==> src/rtl/twsio_map.svh <==
// register offsets, field positions, reset values and divider half periods
`ifndef TWSIO_MAP_SVH
`define TWSIO_MAP_SVH
`define TWSIO_CTL_CH0_ADDR  16'hffb0
`define TWSIO_CTL_CH1_ADDR  16'hffb8
`define TWSIO_CTL_RESET     8'h00
`define TWSIO_BIT_ENABLE    7
`define TWSIO_BIT_RX_ONLY   2
`define TWSIO_BIT_CLK_HI    1
`define TWSIO_BIT_CLK_LO    0
`define TWSIO_CTL_RW_MASK   8'h87
`define TWSIO_HALF_DIV8     8'h04
`define TWSIO_HALF_DIV16    8'h08
`define TWSIO_HALF_DIV32    8'h10
`define TWSIO_BITS_PER_XFER 4'h8
`endif

==> src/rtl/twsio_pkg.sv <==
// types shared by the three-wire serial channel logic
package twsio_pkg;
    typedef enum logic [2:0] {
        TWSIO_IDLE  = 3'b001,
        TWSIO_LOW   = 3'b010,
        TWSIO_HIGH  = 3'b100
    } twsio_state_t;
    typedef enum logic [1:0] {
        TWSIO_CLK_EXT   = 2'h0,
        TWSIO_CLK_DIV8  = 2'h1,
        TWSIO_CLK_DIV16 = 2'h2,
        TWSIO_CLK_DIV32 = 2'h3
    } twsio_clksel_t;
endpackage : twsio_pkg

==> src/rtl/twsio_channel.sv <==
// one three-wire serial channel: shifter, bit counter, clock and pins
`timescale 1ns/10ps
`include "twsio_map.svh"
module twsio_channel (
    input  wire logic       mclk_i,
    input  wire logic       reset_n_i,
    input  wire logic [7:0] ctl_i,        // this channel's control byte
    input  wire logic       sr_wr_i,      // shift register write strobe
    input  wire logic [7:0] sr_wdata_i,   // shift register write data
    input  wire logic       sr_rd_i,      // shift register read strobe
    input  wire logic       sck_in_i,     // serial clock from the pin
    input  wire logic       sin_i,        // serial in from the pin
    output logic      [7:0] sr_o,         // shift register contents
    output logic            done_o,       // transfer done pulse
    output logic            busy_o,       // transfer in progress
    output logic            sck_o,        // serial clock out
    output logic            sck_oe_o,     // serial clock drive enable
    output logic            sout_o,       // serial data out
    output logic            sout_oe_o,    // serial data drive enable
    output logic            sin_used_o    // serial in claimed by channel
);
    typedef struct packed {
        twsio_pkg::twsio_state_t st;   // master clock phase
        logic [7:0] sr;                // shift register
        logic [3:0] cnt;               // bits moved this transfer
        logic [7:0] div;               // half period counter
        logic       sck_q;             // last sampled external clock
        logic       so;                // output latch
        logic       sck;               // driven clock level
        logic       done;              // transfer done pulse
        logic       busy;              // transfer running
        logic       sck_oe;
        logic       so_oe;
        logic       si_used;
        logic [3:0] falls;             // master clock falls this transfer
    } twsio_ch_t;

    twsio_ch_t cur;
    twsio_ch_t next_cur;

    logic                      en;
    logic                      rx_only;
    twsio_pkg::twsio_clksel_t  csel;
    logic [7:0]                half;
    assign en      = ctl_i[`TWSIO_BIT_ENABLE];
    assign rx_only = ctl_i[`TWSIO_BIT_RX_ONLY];
    assign csel    = twsio_pkg::twsio_clksel_t'(
                     {ctl_i[`TWSIO_BIT_CLK_HI], ctl_i[`TWSIO_BIT_CLK_LO]});

    // half period of the internal clock in main clock cycles
    always_comb begin
        case (csel)
            twsio_pkg::TWSIO_CLK_DIV8:  half = `TWSIO_HALF_DIV8;
            twsio_pkg::TWSIO_CLK_DIV16: half = `TWSIO_HALF_DIV16;
            default:                    half = `TWSIO_HALF_DIV32;
        endcase
    end

    // next state of the whole channel
    always_comb begin
        logic start;
        logic fall;
        logic rise;
        logic ext;
        start = 1'b0;
        fall  = 1'b0;
        rise  = 1'b0;
        ext   = (csel == twsio_pkg::TWSIO_CLK_EXT);
        next_cur = cur;
        next_cur.done  = 1'b0;
        next_cur.sck_q = sck_in_i;
        // trigger: write in send modes, read in receive-only mode
        if (en && !cur.busy) begin
            start = rx_only ? sr_rd_i : sr_wr_i;
        end
        if (sr_wr_i && !cur.busy) begin
            next_cur.sr = sr_wdata_i;
        end
        if (!en) begin
            // stopped: counter held clear, clock released
            next_cur.st   = twsio_pkg::TWSIO_IDLE;
            next_cur.cnt  = 4'h0;
            next_cur.busy = 1'b0;
            next_cur.sck  = 1'b1;
        end else if (start) begin
            next_cur.busy = 1'b1;
            next_cur.cnt  = 4'h0;
            next_cur.div  = 8'h00;
            next_cur.st   = ext ? twsio_pkg::TWSIO_IDLE
                                : twsio_pkg::TWSIO_HIGH;
        end else if (cur.busy) begin
            if (ext) begin
                // slave: edges come from the far party
                fall = cur.sck_q && !sck_in_i;
                rise = !cur.sck_q && sck_in_i;
            end else if (cur.div == half - 8'h01) begin
                next_cur.div = 8'h00;
                case (cur.st)
                    twsio_pkg::TWSIO_HIGH: begin
                        fall = 1'b1;
                        next_cur.sck = 1'b0;
                        next_cur.st  = twsio_pkg::TWSIO_LOW;
                    end
                    twsio_pkg::TWSIO_LOW: begin
                        rise = 1'b1;
                        next_cur.sck = 1'b1;
                        next_cur.st  = twsio_pkg::TWSIO_HIGH;
                    end
                    default: next_cur.st = twsio_pkg::TWSIO_HIGH;
                endcase
            end else begin
                next_cur.div = cur.div + 8'h01;
            end
            // drive on falling edge, msb first
            if (fall) begin
                next_cur.so = rx_only ? 1'b0 : cur.sr[7];
            end
            // sample on rising edge, eight bits then stop itself
            if (rise) begin
                next_cur.sr  = {cur.sr[6:0], sin_i};
                next_cur.cnt = cur.cnt + 4'h1;
                if (cur.cnt == `TWSIO_BITS_PER_XFER - 4'h1) begin
                    next_cur.busy = 1'b0;
                    next_cur.done = 1'b1;
                    next_cur.st   = twsio_pkg::TWSIO_IDLE;
                    next_cur.sck  = 1'b1;
                end
            end
        end
        // pin ownership follows enable and mode
        next_cur.sck_oe  = en && !ext;
        next_cur.so_oe   = en && !rx_only;
        // serial in is only sampled, never driven, but stays claimed whenever the channel is enabled
        next_cur.si_used = en;
        if (!en || rx_only) begin
            next_cur.so = 1'b0;
        end
        // master falling edges, restarted with every transfer
        if (next_cur.busy && !cur.busy) begin
            next_cur.falls = 4'h0;
        end else if (cur.sck_oe && cur.sck && !next_cur.sck) begin
            next_cur.falls = cur.falls + 4'h1;
        end
    end

    // register the channel state
    always_ff @(posedge mclk_i or negedge reset_n_i) begin
        if (!reset_n_i) begin
            cur <= '{st: twsio_pkg::TWSIO_IDLE, sr: 8'h00, cnt: 4'h0,
                     div: 8'h00, sck_q: 1'b1, so: 1'b0, sck: 1'b1,
                     done: 1'b0, busy: 1'b0, sck_oe: 1'b0, so_oe: 1'b0,
                     si_used: 1'b0, falls: 4'h0};
        end else begin
            cur <= next_cur;
        end
    end

    assign sr_o       = cur.sr;
    assign done_o     = cur.done;
    assign busy_o     = cur.busy;
    assign sck_o      = cur.sck;
    assign sck_oe_o   = cur.sck_oe;
    assign sout_o     = cur.so;
    assign sout_oe_o  = cur.so_oe;
    assign sin_used_o = cur.si_used;

    property p_disabled_clear;
        @(posedge mclk_i) disable iff (!reset_n_i)
        !en |=> (cur.cnt == 4'h0) && !busy_o;
    endproperty
    a_disabled_clear: assert property (p_disabled_clear)
        else $error("counter not cleared while disabled");

    property p_rx_low;
        @(posedge mclk_i) disable iff (!reset_n_i)
        (en && rx_only) ##1 (en && rx_only) |=> !sout_o && !sout_oe_o;
    endproperty
    a_rx_low: assert property (p_rx_low)
        else $error("serial out not low in receive-only mode");

    property p_idle_high;
        @(posedge mclk_i) disable iff (!reset_n_i)
        (sck_oe_o && !busy_o) |-> sck_o;
    endproperty
    a_idle_high: assert property (p_idle_high)
        else $error("master clock not high when idle");

    property p_eight;
        @(posedge mclk_i) disable iff (!reset_n_i)
        (sck_oe_o && done_o) |-> (cur.falls == `TWSIO_BITS_PER_XFER);
    endproperty
    a_eight: assert property (p_eight)
        else $error("master transfer without eight clock pulses");

    // a transfer starts only on a strobe of that very cycle, so a write
    // made while disabled can never launch later
    property p_no_start_off;
        @(posedge mclk_i) disable iff (!reset_n_i)
        (!busy_o && !sr_wr_i && !sr_rd_i) |=> !busy_o;
    endproperty
    a_no_start_off: assert property (p_no_start_off)
        else $error("transfer started while disabled");

    property p_div8_len;
        @(posedge mclk_i) disable iff (!reset_n_i)
        (en && csel == twsio_pkg::TWSIO_CLK_DIV8 && sr_wr_i && !rx_only
         && !busy_o) ##1 (en && csel == twsio_pkg::TWSIO_CLK_DIV8) [*8]
        |-> ##[50:70] done_o;
    endproperty
    a_div8_len: assert property (p_div8_len)
        else $error("divide by eight transfer too long");

    c_tx: cover property (@(posedge mclk_i) busy_o ##1 done_o);
    c_rx: cover property (@(posedge mclk_i) rx_only && done_o);
    c_ext: cover property (@(posedge mclk_i) !sck_oe_o && done_o);
endmodule : twsio_channel

==> src/rtl/twsio_top.sv <==
// two-channel three-wire serial port with its control registers
`timescale 1ns/10ps
`include "twsio_map.svh"
module twsio_top #(
    parameter int CHANNELS = 2
) (
    input  wire logic                 mclk_i,
    input  wire logic                 reset_n_i,
    input  wire logic [15:0]          addr_i,      // cpu address
    input  wire logic                 wr_i,        // cpu byte write
    input  wire logic                 bit_wr_i,    // cpu single-bit write
    input  wire logic [2:0]           bit_sel_i,   // bit for bit_wr_i
    input  wire logic [7:0]           wdata_i,     // cpu write data
    input  wire logic [CHANNELS-1:0]  sr_wr_i,     // shift reg writes
    input  wire logic [CHANNELS-1:0]  sr_rd_i,     // shift reg reads
    input  wire logic [CHANNELS-1:0]  sck_in_i,
    input  wire logic [CHANNELS-1:0]  sin_i,
    output logic      [7:0]           rdata_o,     // control reg read
    output logic [CHANNELS*8-1:0]     sr_o,
    output logic [CHANNELS-1:0]       done_o,      // xfer_done_flag set
    output logic [CHANNELS-1:0]       busy_o,
    output logic [CHANNELS-1:0]       sck_o,
    output logic [CHANNELS-1:0]       sck_oe_o,
    output logic [CHANNELS-1:0]       sout_o,
    output logic [CHANNELS-1:0]       sout_oe_o,
    output logic [CHANNELS-1:0]       sin_used_o
);
    typedef struct packed {
        logic [CHANNELS-1:0][7:0] ctl;   // mode_control_reg per channel
        logic [7:0]               rd;    // registered read data
    } twsio_top_t;

    twsio_top_t cur;
    twsio_top_t next_cur;

    // address of a channel's control register
    function automatic logic [15:0] ctl_addr(input int ch);
        ctl_addr = (ch == 0) ? `TWSIO_CTL_CH0_ADDR : `TWSIO_CTL_CH1_ADDR;
    endfunction : ctl_addr

    ////////////////////////////////////////////////////////////////////
    // register writes and readback
    always_comb begin
        next_cur = cur;
        next_cur.rd = 8'h00;
        for (int c = 0; c < CHANNELS; c++) begin
            if (addr_i == ctl_addr(c)) begin
                if (wr_i) begin
                    next_cur.ctl[c] = wdata_i & `TWSIO_CTL_RW_MASK;
                end else if (bit_wr_i) begin
                    next_cur.ctl[c][bit_sel_i] = wdata_i[0];
                    next_cur.ctl[c] = next_cur.ctl[c] & `TWSIO_CTL_RW_MASK;
                end
                next_cur.rd = cur.ctl[c];
            end
        end
    end

    // clear on reset to disabled, send mode, external clock
    always_ff @(posedge mclk_i or negedge reset_n_i) begin
        if (!reset_n_i) begin
            cur <= '{ctl: {CHANNELS{`TWSIO_CTL_RESET}}, rd: 8'h00};
        end else begin
            cur <= next_cur;
        end
    end
    assign rdata_o = cur.rd;

    ////////////////////////////////////////////////////////////////////
    // identical channels, each with its own control byte
    for (genvar g = 0; g < CHANNELS; g++) begin : g_ch
        twsio_channel u_ch (
            .mclk_i     (mclk_i),
            .reset_n_i  (reset_n_i),
            .ctl_i      (cur.ctl[g]),
            .sr_wr_i    (sr_wr_i[g]),
            .sr_wdata_i (wdata_i),
            .sr_rd_i    (sr_rd_i[g]),
            .sck_in_i   (sck_in_i[g]),
            .sin_i      (sin_i[g]),
            .sr_o       (sr_o[g*8 +: 8]),
            .done_o     (done_o[g]),
            .busy_o     (busy_o[g]),
            .sck_o      (sck_o[g]),
            .sck_oe_o   (sck_oe_o[g]),
            .sout_o     (sout_o[g]),
            .sout_oe_o  (sout_oe_o[g]),
            .sin_used_o (sin_used_o[g])
        );
    end

    property p_reserved_zero;
        @(posedge mclk_i) disable iff (!reset_n_i)
        (wr_i && addr_i == `TWSIO_CTL_CH0_ADDR) |=> ##1
        (rdata_o[6:3] == 4'h0) || (addr_i != `TWSIO_CTL_CH0_ADDR);
    endproperty
    a_reserved_zero: assert property (p_reserved_zero)
        else $error("reserved control bits not zero");

    ////////////////////////////////////////////////////////////////////
    // per-channel checks, so the second channel is held to the same rules
    for (genvar k = 0; k < CHANNELS; k++) begin : g_chk
        property p_write_lands;
            @(posedge mclk_i) disable iff (!reset_n_i)
            (wr_i && addr_i == ctl_addr(k)) |=>
            (cur.ctl[k] == ($past(wdata_i) & `TWSIO_CTL_RW_MASK));
        endproperty
        a_write_lands: assert property (p_write_lands)
            else $error("control write lost");

        property p_ext_slave;
            @(posedge mclk_i) disable iff (!reset_n_i)
            (cur.ctl[k][1:0] == 2'h0) |=> !sck_oe_o[k];
        endproperty
        a_ext_slave: assert property (p_ext_slave)
            else $error("clock driven with external clock selected");

        property p_off_release;
            @(posedge mclk_i) disable iff (!reset_n_i)
            !cur.ctl[k][7] |=> !sck_oe_o[k] && !sout_oe_o[k]
                               && !sin_used_o[k];
        endproperty
        a_off_release: assert property (p_off_release)
            else $error("disabled channel holds pins");
    end

    c_bitwr: cover property (@(posedge mclk_i) bit_wr_i ##1 rdata_o[7]);
endmodule : twsio_top

==> config.mk <==
export PLATFORM = sky130hd
export DESIGN_NAME = twsio_top
export DESIGN_NICKNAME = d
export VERILOG_FILES = /design/src/rtl/twsio_pkg.sv /design/src/rtl/twsio_channel.sv /design/src/rtl/twsio_top.sv
export VERILOG_INCLUDE_DIRS = /design/src /design/src/rtl
export SDC_FILE = /design/constraint.sdc
export NUM_CORES = 1
export LEC_CHECK = 0
export BUFFER_PORTS_ARGS = -buffer_cell sky130_fd_sc_hd__clkbuf_2
export CELL_PAD_IN_SITES_DETAIL_PLACEMENT = 1
export CELL_PAD_IN_SITES_GLOBAL_PLACEMENT = 1
export CORE_AREA = 2 2 83 144
export DETAILED_ROUTE_END_ITERATION = 8
export DIE_AREA = 0 0 85 146
export GPL_TIMING_DRIVEN = 0
export PLACE_DENSITY_LB_ADDON = 0.05
export SLEW_MARGIN = 30
export SYNTH_ARGS = -nofsm -noshare
export SYNTH_HDL_FRONTEND = slang
export SYNTH_SLANG_ARGS = --single-unit
==> constraint.sdc <==
create_clock -name mclk_i -period 2.3 [get_ports mclk_i]
set_clock_uncertainty 0.1 [all_clocks]
set_input_delay 0.23 -clock mclk_i [delete_from_list [all_inputs] [get_ports mclk_i]]
set_output_delay 0.23 -clock mclk_i [all_outputs]
set_load 0.01 [all_outputs]
# --- Yosys cells after proc, flatten, opt, wreduce, memory -nomap -nowiden ---
# Cells that the tools add are included.
totals:
  register_bits: 86
  input_bits: 39
  output_inout_bits: 38
  word_cells: 211
op_classes:
  add_sub_neg: 6
  n_lt_le_gt_ge: 2
  n_eq_ne: 26
  muxes: 102
  n_reduce_logical: 48
op_table:
  columns: ["op", "n"]
  rows:
  - ["two-way mux 8 bit", 16]
  - ["two-way mux 3 bit", 20]
  - ["two-way mux 1 bit", 49]
  - ["two-way mux 23 bit", 2]
  - ["== test 16 bit, second input constant", 2]
  - ["two-way mux 15 bit", 2]
  - ["two-way mux 12 bit", 2]
  - ["case mux 5 bit (2 select lines)", 2]
  - ["nonzero test 2 bit", 9]
  - ["adder 8 x 1 -> 8 bit, second input constant", 2]
  - ["bitwise mux 8 bit", 2]
  - ["== test 8 bit", 2]
  - ["two-way mux 4 bit", 4]
  - ["logical AND 1 bit", 13]
  - ["logical NOT 1 bit", 12]
  - ["inequality test 2 bit, second input constant", 6]
  - ["inequality test 3 x 1 -> 1 bit, second input constant", 4]
  - ["AND reduction 2 bit", 6]
  - ["subtractor 5 x 1 -> 6 bit, second input constant", 2]
  - ["adder 4 x 1 -> 4 bit, second input constant", 2]
  - ["== test 4 x 3 -> 1 bit, second input constant", 2]
  - ["AND reduction 4 bit", 2]
  - ["== test 3 x 2 -> 1 bit, second input constant", 2]
  - ["== test 3 bit, second input constant", 2]
  - ["other kinds (10)", 17]

# --- Longest topological paths before layout ---
logic_depth:
  word_depth: 14
  mapped_depth: 8
  depth_no_buf: 7

# --- Cells and area by module ---
# Synthesis repeated with hierarchy kept, for this count alone.
hier_totals:
  hier_cells: 440
  area_unflattened_um2: 4239.1
modules_own_cells:
  columns: ["mod", "instances", "cells_each", "area_per_inst_um2", "seq_area_each_um2"]
  rows:
  - ["twsio_channel at g_ch[1].u_ch", 1, 177, 1714.1, 779.5]
  - ["twsio_channel at g_ch[0].u_ch", 1, 176, 1710.4, 779.5]
  - ["twsio_top", 1, 87, 814.5, 300.3]

# --- Worst setup path after synthesis ---
# Ideal clock, no wire load.
synth_path:
  path_kind: "in2reg"
  from: "in addr_i[1]"
  to: "reg cur[16] in the netlist's numbering"
  setup_time_ns: 0.127
  t_arrival_ns: 1.990
  required_time_ns: 2.073
  slack_ns: 0.082
  cell_stages: 6
  path_buffers: 1
  path_cell_list: "or4b_1 > or4_1 > buf_2 > or2_4 > nor2_2 > mux2_1"
synth_between:
  elab_chain_cells: 2
synth_rtl:
  columns: ["element", "line_no", "source"]
  rows:
  - ["start: declaration", "twsio_top.sv:9", "input wire logic [15:0] addr_i,"]
  - ["== test 16 bit", "twsio_top.sv:47", "if (addr_i == ctl_addr(c)) begin"]
  - ["AND reduction 2 bit (no line)", null, null]
  - ["end signal: assignment", "twsio_top.sv:62", "cur <= '{ctl: {CHANNELS{`TWSIO_CTL_RESET}}, rd: 8'h00};"]
  - ["end signal: assignment", "twsio_top.sv:64", "cur <= next_cur;"]
  - ["end: declaration", "twsio_top.sv:33", "twsio_top_t cur;"]
# No other way between the ends.
# A chain may end at the register's enable or synchronous reset.

# --- Worst setup path after layout ---
layout_path:
  from: "reg cur[8] in the netlist's numbering"
  to: "reg g_ch[0].u_ch.cur[34] in the netlist's numbering"
layout_between:
  elab_chain_cells: 13
  elab_cells_between_ends: 19
  cone_classes: "add/sub (1); eq/ne (3); mux (14); reduce/logical (1)"
layout_rtl:
  columns: ["element", "line_no", "source"]
  rows:
  - ["== test 2 bit / == test 2 x 1 -> 1 bit (equally long branches)", "twsio_channel.sv:52", "case (csel)"]
  - ["case mux 5 bit (2 select lines)", "twsio_channel.sv:52", null]
  - ["subtractor 5 x 1 -> 6 bit", "twsio_channel.sv:96", "end else if (cur.div == half - 8'h01) begin"]
  - ["== test 8 bit", "twsio_channel.sv:96", null]
  - ["two-way mux 1 bit", "twsio_channel.sv:96", null]
  - ["two-way mux 1 bit", "twsio_channel.sv:92", "if (ext) begin"]
  - ["two-way mux 1 bit", "twsio_channel.sv:91", "end else if (cur.busy) begin"]
  - ["two-way mux 1 bit", "twsio_channel.sv:85", "end else if (start) begin"]
  - ["two-way mux 1 bit", "twsio_channel.sv:79", "if (!en) begin"]
  - ["two-way mux 15 bit", "twsio_channel.sv:119", "if (rise) begin"]
  - ["two-way mux 23 bit", "twsio_channel.sv:91", null]
  - ["two-way mux 3 bit (*)", "twsio_channel.sv:85", null]
  - ["two-way mux 3 bit (*)", "twsio_channel.sv:79", null]
  - ["end signal: assignment", "twsio_channel.sv:149", "cur <= '{st: twsio_pkg::TWSIO_IDLE, sr: 8'h00, cnt: 4'h0,"]
  - ["end signal: assignment", "twsio_channel.sv:154", "cur <= next_cur;"]
  - ["end: declaration", "twsio_channel.sv:38", "twsio_ch_t cur;"]
# Mark *: on every way between the ends. The rest lies on a longest branch, timed or not. The select of a mux whose other input is x is not followed.

==> metrics.txt <==
first-pass GRT wire length 19300 um; I/O Buffers 70; Initial DRC Count 106; top-count cell post-synth dfrtp_1; area of the multi-input gates between 2000 and 2500 um2; slowest stage cell on the critical path dfrtp_1; CP Capture Type register; height of the die around 150 um; fillcell total around 1300; cell area after placement 4740 um2; Starting Density a little under two fifths; fmax between 400 and 500 MHz; min Tclk post-route 2130 ps; routed vias/inst around 5.3; CP Launch Type register; routed wire length per instance 17.3 um; fin crit share ~90%; Mapped Area roughly 4200 um2; Distinct cells, synth between 50 and 60; clock insertion delay at the later pin of the skew report ~340 ps; maximum vdd drop about 0.38 mV; vias in the first global route between 3000 and 4000; max cap viols 0; Post-synth EDFFs 0; Area contributors post-synth dfrtp_1 (41%), buf_4 (6.8%), mux2i_1 (5.5%); CORE AREA about 11000 um2; root buffer cell clkbuf_16; GRT Overall Usage between 10% and 20%; diode count 0; fin util 46.9%; yosys warns 0; ratio of cells with drive above 1 in the final layout 29.9%; Reg clk slew, reported paths approximately 60 ps; WP data required between 2000 and 2500 ps; dpl ws -534 ps; Main synth FF type dfrtp_1; Final Cell Area roughly 5200 um2; Crit Path Class register to register; clk buf depth 2; Die W about 85 um; asr flop ratio synth 100%; initial antenna violation count 0; die area around 12000 um2; Post-Syn Instances approximately 450; dpl hpwl between 8000 and 9000 um; Synth top cells by count dfrtp_1 (68), nand2_1 (43), o21ai_0 (39); num rows roughly 50; Final nets between 500 and 600; worst slew pin tran between 500 and 600 ps; status completed; cts bufs inserted 9; PwrDens 641 nW/um2; FF+latch area around 1900 um2; DR vias 3604; IO Count 77; Pre-antenna DRT Iters 4; crit path cell chain inv_1, ha_1, xor2_1, and4_1, buf_4, a21o_4, a22o_1, o31ai_2; CTS Sinks 74; RSZ-0062 raised after global routing no; Final setup viols 0; post-synthesis sequential area ratio 44.5%; FF+latch count, synth 74; Area growth syn-to-layout 25.4%; CTS tree yes; endpoints failing hold 0; critical path's largest stage delay a little under 400 ps; remaining routing DRC violations 0; Final WS setup ~170 ps; Slew Viols, Final 0; area leader, netlist dfrtp_1; normalized max-slew margin approximately three fifths; worst hold-check path type input port to register; total grt overflow 0; Critical Path AT around 2300 ps; syn_area_per_cell approximately 9.4 um2; Crit Path Max Fanout 10; Yosys top cell area share 40.7%; DRT Wirelength around 12000 um; pin count of the biggest net entering global routing 75; H-tree depth 3; GPL Wtd Cong about 0.85; LEAKAGE around 2.5 nW; Final ANT Viol Nets 0; WHS 32.7 ps
## final timing paths
path                                            from                    to  slack, ps  depth (start not counted)
worst max register to register                cur[8]  g_ch[0].u_ch.cur[34]        170                          8
max in group asynchronous                  reset_n_i  g_ch[1].u_ch.cur[32]       1370                          3
worst max-delay path                          cur[8]  g_ch[0].u_ch.cur[34]        170                          8
min in group asynchronous                  reset_n_i  g_ch[1].u_ch.cur[12]        380                          3
worst min register to register  g_ch[0].u_ch.cur[20]  g_ch[0].u_ch.cur[20]        410                          1
worst min-delay path                        sin_i[1]  g_ch[1].u_ch.sr_o[0]         30                          3
## registers in the layout, summed over array words and instances (netlist names)
register / count
g_ch.u_ch.sck_o: 2
g_ch.u_ch.sout_oe_o: 2
g_ch.u_ch.cur: 32
g_ch.u_ch.sr_o: 16
g_ch.u_ch.sck_oe_o: 2
rdata_o: 4
g_ch.u_ch.sout_o: 2
g_ch.u_ch.sin_used_o: 2
cur: 8
g_ch.u_ch.busy_o: 2
g_ch.u_ch.done_o: 2
## layer usage
| metal | share of wire (%) | up-vias | global-route usage (%) |
|---|---|---|---|
| li1 | - | 1727 | - |
| met1 | 38 | 1810 | 19.5 |
| met2 | 58 | 50 | 37.9 |
| met3 | 2.4 | 17 | 4.08 |
| met4 | 2.0 | 0 | 7.38 |
| met5 | 0 | - | 0 |
## metrics by stage
step                setup TNS [ps]  instances  power [W]
global route                     0        674    0.00348
finish                           0        674    0.00336
global placement             -6810        651    0.00162
floorplan                        0        449    0.00150
detailed placement           -8170        652    0.00163
CTS                              0        674    0.00341
## cells in the final DEF, fill, tap and decap left out, types with 6 or more instances in the layout
| master | n |
|---|---|
| clkbuf_16 | 9 |
| a22o_1 | 9 |
| buf_4 | 43 |
| nand2_1 | 42 |
| clkbuf_2 | 72 |
| a21o_1 | 7 |
| dfrtp_1 | 68 |
| ha_1 | 8 |
| a21oi_1 | 21 |
| nand3_1 | 19 |
| nor2b_1 | 6 |
| mux2i_1 | 23 |
| inv_1 | 11 |
| dfstp_2 | 6 |
| clkbuf_1 | 7 |
| nor3_1 | 18 |
| nor2_1 | 29 |
| o21ai_0 | 38 |
| nand2b_1 | 6 |
## repair_timing
item / 4_1_cts / 5_1_grt
endpoints found under the setup margin: 34 / 24
setup buffers: 3 / 1
hold buffers: 3 / 0
hold endpoints to repair: 70 / 0
pin swaps: 2 / 0
gates resized for setup: 8 / 15
## cell type report
type	instances	area share (%)
Clock inverter	5	2.39
Tap cell	132	3.15
Timing Repair Buffer	78	8.53
Multi-Input combinational cell	312	38.5
Buffer	51	6.54
Clock buffer	11	4.63
Sequential cell	74	35.5
Inverter	11	0.788
## logic make-up after synthesis
group,after synthesis,share of synthesized area [%]
buffers and inverters,63,9.10
and+or+nand+nor,162,19.9
adders and majority gates,8,2.40
other,1,0.0898
muxes,30,7.40
DFF,74,44.5
xor gates and xnor gates,6,1.26
AOI/OAI and AO/OA,102,15.4
## critical path, delay by kind of cell (launching register included)
kind / cells / cell delay [ps]
adders and majority gates: 1 / 300
xor gates and xnor gates: 1 / 140
DFF: 1 / 390
buffers and inverters: 2 / 240
and+or+nand+nor: 1 / 230
AOI/OAI and AO/OA: 3 / 640
## power by group
| group | internal, W | switching (W) |
|---|---|---|
| combinational | 0.000122 | 0.000125 |
| clock | 0.00120 | 0.000552 |
| sequential | 0.00134 | 0.0000281 |
| total | 0.00266 | 0.000705 |
Note: power is estimated with default switching activity, not from simulation.
